--- config.mk ---
export PLATFORM = sky130hd
export DESIGN_NAME = remote_output_and_energy_pulse
export DESIGN_NICKNAME = d
export VERILOG_FILES = /design/src/shared/remote_output_pkg.sv /design/src/hw/remote_output_and_energy_pulse.sv
export VERILOG_INCLUDE_DIRS = /design/src /design/src/shared
export SDC_FILE = /design/constraint.sdc
export NUM_CORES = 1
export LEC_CHECK = 0
export BUFFER_PORTS_ARGS = -buffer_cell sky130_fd_sc_hd__buf_2
export CAP_MARGIN = 20
export CORE_MARGIN = 1.5
export CORE_UTILIZATION = 40
export CTS_CLUSTER_SIZE = 24
export DETAILED_ROUTE_END_ITERATION = 7
export MAX_ROUTING_LAYER = met4
export SLEW_MARGIN = 5
export SYNTH_ARGS = -nofsm -noshare
export SYNTH_HDL_FRONTEND = slang
export SYNTH_SLANG_ARGS = --single-unit
--- constraint.sdc ---
create_clock -name mclk -period 5.85 [get_ports mclk]
set_input_delay 0 -clock mclk [delete_from_list [all_inputs] [get_ports mclk]]
set_output_delay 0 -clock mclk [all_outputs]
set_load 0.02 [all_outputs]
--- src/shared/remote_output_defines.svh ---
// constants for the remote output and energy pulse block
`ifndef REMOTE_OUTPUT_DEFINES_SVH
`define REMOTE_OUTPUT_DEFINES_SVH

// parameter select codes on the parameter write port
`define ROE_SEL_MODE 2'h0
`define ROE_SEL_WORD 2'h1
`define ROE_SEL_INC 2'h2

// reset values
`define ROE_MODE_RST 4'h0
`define ROE_WORD_RST 12'h000
`define ROE_INC_RST 16'h0001

// retention mode settings (decimal 0, 1, 10, 11)
`define ROE_MODE_CLR 4'h0
`define ROE_MODE_NVM 4'h1
`define ROE_MODE_HOLD_CLR 4'hA
`define ROE_MODE_HOLD_NVM 4'hB

// terminal function codes (96, 196, 79, 179)
`define ROE_FN_REM_POS 8'h60
`define ROE_FN_REM_NEG 8'hC4
`define ROE_FN_PULSE_POS 8'h4F
`define ROE_FN_PULSE_NEG 8'hB3

// timing
`define ROE_CLK_HZ 50000000
`define ROE_PULSE_TIME_US 100
`define ROE_PULSE_CYCLES ((`ROE_CLK_HZ / 1000000) * `ROE_PULSE_TIME_US)
`define ROE_WH_PER_KWH 1000

`endif

--- src/shared/remote_output_pkg.sv ---
// types for the remote output and energy pulse block
package remote_output_pkg;

  typedef struct packed {
    logic en;
    logic [1:0] sel;
    logic [15:0] data;
  } param_wr_t;

  typedef enum logic [1:0] {
    ST_IDLE = 2'b00,
    ST_HIGH = 2'b01,
    ST_GAP = 2'b11
  } pulse_state_t;

endpackage : remote_output_pkg

--- src/hw/remote_output_and_energy_pulse.sv ---
// remote output word, retention handling and energy pulse output
`include "remote_output_defines.svh"

module remote_output_and_energy_pulse #(
  parameter int NUM_TERMINALS = 2,
  parameter int PULSE_CYCLES = `ROE_PULSE_CYCLES,
  parameter int WH_PER_KWH = `ROE_WH_PER_KWH
) (
  input wire logic mclk,
  input wire logic rst_b,
  input wire remote_output_pkg::param_wr_t param_wr,
  input wire logic [7:0] extended_parameter_visibility,
  input wire logic [3:0] parameter_write_protect,
  input wire logic drive_reset,
  input wire logic power_off_event,
  input wire logic nvm_restore,
  input wire logic [3:0] nvm_restore_mode,
  input wire logic [11:0] nvm_restore_word,
  input wire logic energy_tick,
  input wire logic [NUM_TERMINALS-1:0][7:0] terminal_function_select,
  input wire logic [NUM_TERMINALS-1:0] assigned_function_level,
  output logic [NUM_TERMINALS-1:0] terminal_out,
  output logic energy_pulse_output,
  output logic nvm_save_strobe,
  output logic [11:0] nvm_save_word,
  output logic [3:0] remote_output_retention_mode,
  output logic [11:0] remote_output_word,
  output logic [15:0] energy_pulse_increment
);
  import remote_output_pkg::*;

  initial begin
    if (NUM_TERMINALS < 1 || NUM_TERMINALS > 12) $error("NUM_TERMINALS must be 1 to 12");
    if (PULSE_CYCLES < 1 || PULSE_CYCLES > 65535) $error("PULSE_CYCLES must be 1 to 65535");
    if (WH_PER_KWH < 1 || WH_PER_KWH > 65535) $error("WH_PER_KWH must be 1 to 65535");
  end

  localparam logic [15:0] PULSE_LEN = 16'(PULSE_CYCLES);
  localparam logic [15:0] WH_LAST = 16'(WH_PER_KWH - 1);

  ////////////////////////////////////////////////////////////////////////////
  // parameter writes

  wire vis_ok = (extended_parameter_visibility == 8'h00);
  wire prot_ok = (parameter_write_protect == 4'h0);
  wire [3:0] wr_mode_val = param_wr.data[3:0];
  wire mode_legal = (param_wr.data[15:4] == 12'h000) &&
                    (wr_mode_val == `ROE_MODE_CLR || wr_mode_val == `ROE_MODE_NVM ||
                     wr_mode_val == `ROE_MODE_HOLD_CLR || wr_mode_val == `ROE_MODE_HOLD_NVM);
  wire wr_mode = param_wr.en && vis_ok && prot_ok && param_wr.sel == `ROE_SEL_MODE &&
                 mode_legal;
  // the word ignores write protection and run state: it is a live output
  wire wr_word = param_wr.en && vis_ok && param_wr.sel == `ROE_SEL_WORD &&
                 param_wr.data[15:12] == 4'h0;
  wire wr_inc = param_wr.en && vis_ok && prot_ok && param_wr.sel == `ROE_SEL_INC;

  wire mode_nvm = remote_output_retention_mode == `ROE_MODE_NVM ||
                  remote_output_retention_mode == `ROE_MODE_HOLD_NVM;
  wire mode_hold = remote_output_retention_mode == `ROE_MODE_HOLD_CLR ||
                   remote_output_retention_mode == `ROE_MODE_HOLD_NVM;
  wire restore_nvm = nvm_restore_mode == `ROE_MODE_NVM ||
                     nvm_restore_mode == `ROE_MODE_HOLD_NVM;

  // image of the nonvolatile copy, so mode 1 can reapply it after a drive reset
  logic [11:0] saved_word;

  ////////////////////////////////////////////////////////////////////////////
  // retention and remote output word

  logic [11:0] next_word;
  always_comb begin
    next_word = remote_output_word;
    if (nvm_restore) begin
      next_word = restore_nvm ? nvm_restore_word : `ROE_WORD_RST;
    end else if (drive_reset) begin
      if (mode_hold) begin
        next_word = remote_output_word;
      end else if (mode_nvm) begin
        next_word = saved_word;
      end else begin
        next_word = `ROE_WORD_RST;
      end
    end else if (wr_word) begin
      next_word = param_wr.data[11:0];
    end
  end

  always_ff @(posedge mclk or negedge rst_b) begin
    if (!rst_b) begin
      remote_output_word <= `ROE_WORD_RST;
      remote_output_retention_mode <= `ROE_MODE_RST;
      energy_pulse_increment <= `ROE_INC_RST;
      saved_word <= `ROE_WORD_RST;
      nvm_save_strobe <= 1'b0;
      nvm_save_word <= `ROE_WORD_RST;
    end else begin
      remote_output_word <= next_word;
      if (nvm_restore) begin
        remote_output_retention_mode <= nvm_restore_mode;
        saved_word <= nvm_restore_word;
      end else if (wr_mode) begin
        remote_output_retention_mode <= wr_mode_val;
      end else if (power_off_event && mode_nvm) begin
        saved_word <= remote_output_word;
      end
      if (wr_inc) begin
        energy_pulse_increment <= param_wr.data;
      end
      // only power off saves; a drive reset never does
      nvm_save_strobe <= power_off_event && mode_nvm;
      if (power_off_event && mode_nvm) begin
        nvm_save_word <= remote_output_word;
      end
    end
  end

  ////////////////////////////////////////////////////////////////////////////
  // energy accumulation

  logic [15:0] wh_count;
  logic [15:0] kwh_count;
  logic [3:0] pending;
  pulse_state_t state;
  logic [15:0] pulse_count;

  wire wh_wrap = energy_tick && wh_count == WH_LAST;
  wire [15:0] kwh_plus = kwh_count + 16'h0001;
  wire inc_live = energy_pulse_increment != 16'h0000;
  wire pulse_due = wh_wrap && inc_live && kwh_plus >= energy_pulse_increment;
  wire pulse_start = state == ST_IDLE && pending != 4'h0;
  wire pend_up = pulse_due && pending != 4'hF;

  // drive reset and power-on alone clear the count; retries do not reach here
  always_ff @(posedge mclk or negedge rst_b) begin
    if (!rst_b) begin
      wh_count <= 16'h0000;
      kwh_count <= 16'h0000;
      pending <= 4'h0;
    end else if (drive_reset) begin
      wh_count <= 16'h0000;
      kwh_count <= 16'h0000;
      pending <= 4'h0;
    end else begin
      if (energy_tick) begin
        wh_count <= wh_wrap ? 16'h0000 : wh_count + 16'h0001;
      end
      if (wh_wrap) begin
        kwh_count <= pulse_due ? 16'h0000 : kwh_plus;
      end
      // pulses are queued so a burst of increments is not lost, at most 15 deep
      pending <= pending + (pend_up ? 4'h1 : 4'h0) - (pulse_start ? 4'h1 : 4'h0);
    end
  end

  ////////////////////////////////////////////////////////////////////////////
  // pulse shaper: high for PULSE_CYCLES, then low for at least PULSE_CYCLES + 1

  always_ff @(posedge mclk or negedge rst_b) begin
    if (!rst_b) begin
      state <= ST_IDLE;
      pulse_count <= 16'h0000;
      energy_pulse_output <= 1'b0;
    end else begin
      case (state)
        ST_IDLE: begin
          if (pulse_start) begin
            state <= ST_HIGH;
            pulse_count <= 16'h0001;
            energy_pulse_output <= 1'b1;
          end
        end
        ST_HIGH: begin
          if (pulse_count == PULSE_LEN) begin
            state <= ST_GAP;
            pulse_count <= 16'h0001;
            energy_pulse_output <= 1'b0;
          end else begin
            pulse_count <= pulse_count + 16'h0001;
          end
        end
        ST_GAP: begin
          if (pulse_count == PULSE_LEN) begin
            state <= ST_IDLE;
            pulse_count <= 16'h0000;
          end else begin
            pulse_count <= pulse_count + 16'h0001;
          end
        end
        default: begin
          state <= ST_IDLE;
          pulse_count <= 16'h0000;
          energy_pulse_output <= 1'b0;
        end
      endcase
    end
  end

  ////////////////////////////////////////////////////////////////////////////
  // terminal selection, terminal k carries word bit k when set to a remote output code

  logic [NUM_TERMINALS-1:0] next_terminal;
  genvar k;
  generate
    for (k = 0; k < NUM_TERMINALS; k++) begin : g_term
      wire [7:0] fs = terminal_function_select[k];
      wire is_rem = fs == `ROE_FN_REM_POS || fs == `ROE_FN_REM_NEG;
      wire is_pulse = fs == `ROE_FN_PULSE_POS || fs == `ROE_FN_PULSE_NEG;
      wire rem_level = remote_output_word[k] ^ (fs == `ROE_FN_REM_NEG);
      wire pulse_level = energy_pulse_output ^ (fs == `ROE_FN_PULSE_NEG);
      assign next_terminal[k] = is_rem ? rem_level :
                                is_pulse ? pulse_level : assigned_function_level[k];
    end
  endgenerate

  always_ff @(posedge mclk or negedge rst_b) begin
    if (!rst_b) begin
      terminal_out <= '0;
    end else begin
      terminal_out <= next_terminal;
    end
  end

  ////////////////////////////////////////////////////////////////////////////
  // checks

  logic [15:0] hi_len;
  always_ff @(posedge mclk or negedge rst_b) begin
    if (!rst_b) begin
      hi_len <= 16'h0000;
    end else begin
      hi_len <= energy_pulse_output ? hi_len + 16'h0001 : 16'h0000;
    end
  end
endmodule : remote_output_and_energy_pulse

==> impl_results.md <==
* Status: finished, violations left
* Failing checks: DRC
* Commonest cells after routing, fill and taps aside: buf_2 (117), dfrtp_1 (113), nand2_1 (62)
* Min-Delay Path Class: in2reg
* Post-layout minimum cycle time at 4.836 ns
* Worst hold stages at 4
* Critical Path RT at 6.13 ns
* DR pass1 iterations at 8
* RSZ-0062 raised after global routing: false
* Critical-path cell list: ha_1 > inv_1 > nor3_1 > nand3_1 > and2_1 > or2_2 > ha_1 > nand4_1 > nor3_1 > nand3_1 > a31o_1 > a311o_1 > ha_1 > inv_1 > ha_1 > fa_1 > xnor2_1 > nor2_1
* Post-Route WL at 16.41 mm
* Core Footprint at 15830 um^2
* Number of DRC markers in iteration 0 at 402
* Gate power share at 0.160
* Largest stage delay, worst path at 0.47 ns
* Synthesized instance count at 649
* Worst-Margin Slew at 1.006 ns
* Final #Nets at 902
* Tot GR Track Use at 0.2095
* Setup TNS at 0 ns
* CP Depth at 18
* Initial Utilization at 0.4069
* CP arrival at 5.11 ns
* Power Density at 303.8 nW/um^2
* Crit start category: register
* Ys Warns at 0
* Vias in the first global route at 5565
* Post-synth EDFFs at 0
* Worst path slowest cell: dfrtp_1
* Vias at 5562
* Ys async rst share at 1.000
* Top FF cell, synth: dfrtp_1
* Post-place setup slack at 1.073 ns
* # placed instances at 959
* # Max-Cap Violations at 0
* Syn_nets at 747
* Post-DP HPWL at 11.58 mm
* Sequential fraction of design power at 0.380
* Sw power at 0.0006805 W
* CTS tree: yes
* CTS clk-pin slew, worst paths at 0.05 ns
* Post-synth top area cell: dfrtp_1
* H-tree Lvls at 4
* Clock Skew at 0.009169 ns
* Leak Pwr at 3.939 nW
* Final ANT Viol Nets at 0
* Global-route wire length before repair at 26.91 mm
* Remaining global-route overflow at 0
* Number of hold violations in the final report at 0
* Die width at 129.9 um
* Drt drc at 1
* Finished Layout Cells at 1034
* Die Y at 129.9 um
* Final WS setup at 1.014 ns
* Yosys top cell area share at 0.4391
* Cell variety after synth at 70
* Tcrit/Tclk final at 0.8267
* Clock group share of total power at 0.461
* Layout cells sized above 1 at 0.2472
* CTS buffer count at 17
* Die Footprint at 16870 um^2
* RD Place Congestion at 0.8418
* Worst Path Buf+Inv at 2
* Sequential-to-total area share from yosys stat at 0.4432
* FF+latch count, synth at 114
* IO Count at 119
* P_int at 0.001831 W
* Post-Syn Area at 6440 um^2
* Insertion delay to the later sink of the worst-skew pair at 0.41 ns
* Avg WL per Cell at 15.87 um
* CP top delay family: simple AND/OR/NAND/NOR gates
* Critical path class: reg2reg
* Crit-path most repeated cell: ha_1
* Synth Area per Inst at 9.923 um^2
* Crit. End Element: register
* Root Buffer: clkbuf_16
* Peak VDD IR at 0.0002407 V
* Switching part of the total power at 0.2709
* Most common library cell in the layout ignoring fill and taps: buf_2
* Relative slew slack at 0.3281
* CP Max Fanout at 18
* Final setup fails at 0
* Final slew viol count at 0
* Top cells by area, synth: dfrtp_1 (44%), ha_1 (5.1%), nand2_1 (3.6%)
* Buffers on Ports at 118
* Site row count at 46
* Dpl cell area at 7187 um^2
* Fmax at 206.8 MHz
* Largest net degree at the start of global routing at 68
* Antenna violations before repair at 1
* Area Growth Syn to Fin at 28.39%
* Clock sink count at 114
* R2R depth at 18
* Cell area after layout at 8268 um^2
* Clk buf depth at 2
* Vias/cell at 5.379
[routing by layer]
layer | global-route usage | routed length (um)
met5 | - | 0
met4 | 0.06275 | 199
met3 | 0.05248 | 833
met2 | 0.3420 | 8108
met1 | 0.2567 | 7269
[power by group through the flow]
stage / Combinational [W] / Clock, W / Sequential [W]
after floorplan: 0.000169 / 0 / 0.00102
after global placement: 0.000367 / 0 / 0.000961
after detailed placement: 0.000380 / 0 / 0.000964
after CTS: 0.000402 / 0.00118 / 0.000952
after global routing: 0.000437 / 0.00122 / 0.000965
final: 0.000401 / 0.00116 / 0.000954
[kinds of logic after synthesis]
family          share of synthesized area
xor+xnor                          0.04488
compound gates                     0.1185
flops                              0.4432
simple gates                       0.2240
mux                               0.07966
fa+ha+maj                         0.05362
buf+inv                           0.03614
[path summary, 6_finish.rpt]
check	start	endpoint	slack, ns
setup / recovery	kwh_count[0]	pending[2]	1.01
hold / removal	terminal_function_select[15]	terminal_out[1]	0.04
setup reg to reg	kwh_count[0]	pending[2]	1.01
hold reg to reg	kwh_count[15]	kwh_count[15]	0.49
max in group asynchronous	rst_b	wh_count[10]	4.43
min in group asynchronous	rst_b	nvm_save_word[10]	0.13
[cell type report]
cell class              instances  area, um^2
inverters                      27       101.3
clock buffers                  20       456.7
fillers                      1423        7560
flip-flops and latches        114        2854
clock inverters                12       201.4
multi-input cells             482        3353
diodes                          1       2.502
well taps                     216       270.3
repair buffers                162        1028
[stage by stage]
step / power (W) / hold slack, ns / util
floorplan: 0.001187 / -0.2956 / -
global placement: 0.001328 / 0.05733 / 0.4541
detailed placement: 0.001344 / 0.06311 / 0.4541
CTS: 0.002531 / 0.01594 / 0.5222
global route: 0.002619 / 0.09514 / 0.5224
finish: 0.002512 / 0.04447 / 0.5224
[worst register-to-register path, delay by kind of cell (launching register included)]
family          cells  cell delay (ns)
fa+ha+maj           5             1.39
xor+xnor            1             0.17
compound gates      2             0.87
buf+inv             2             0.13
flops               1             0.47
simple gates        8             1.70
[sequential cells by signal, summed over array words and instances (netlist names)]
name                          flops
nvm_save_strobe                   1
terminal_out                      2
energy_pulse_output               1
remote_output_retention_mode      4
pulse_count                      16
energy_pulse_increment           16
saved_word                       12
remote_output_word               12
nvm_save_word                    12
wh_count                         16
kwh_count                        16
pending                           4
state                             2
[Yosys cell counts, drive strengths merged (3+ instances only)]
cell,count
a32o,7
nor3b,4
nand4,13
and2,4
or3,8
clkbuf,16
a21oi,35
mux2,28
nand3,29
nor2b,8
nand3b,3
nand2,63
nand2b,7
nor4b,7
inv,27
or2,5
or4,4
xnor2,14
and3b,4
and4,3
o21ai,39
a222oi,11
o211ai,5
nor2,53
mux2i,16
buf,10
and3,11
a21o,3
nor3,15
a31oi,3
nand4b,3
xor2,19
dfrtp,113
ha,26
nor4,11
[what timing repair did]
action                    CTS  global route
setup buffers               0             0
resized for setup           0             0
hold endpoints to repair   95             0
hold buffers               42             0
No activity file was read; power rests on OpenSTA's default activity.
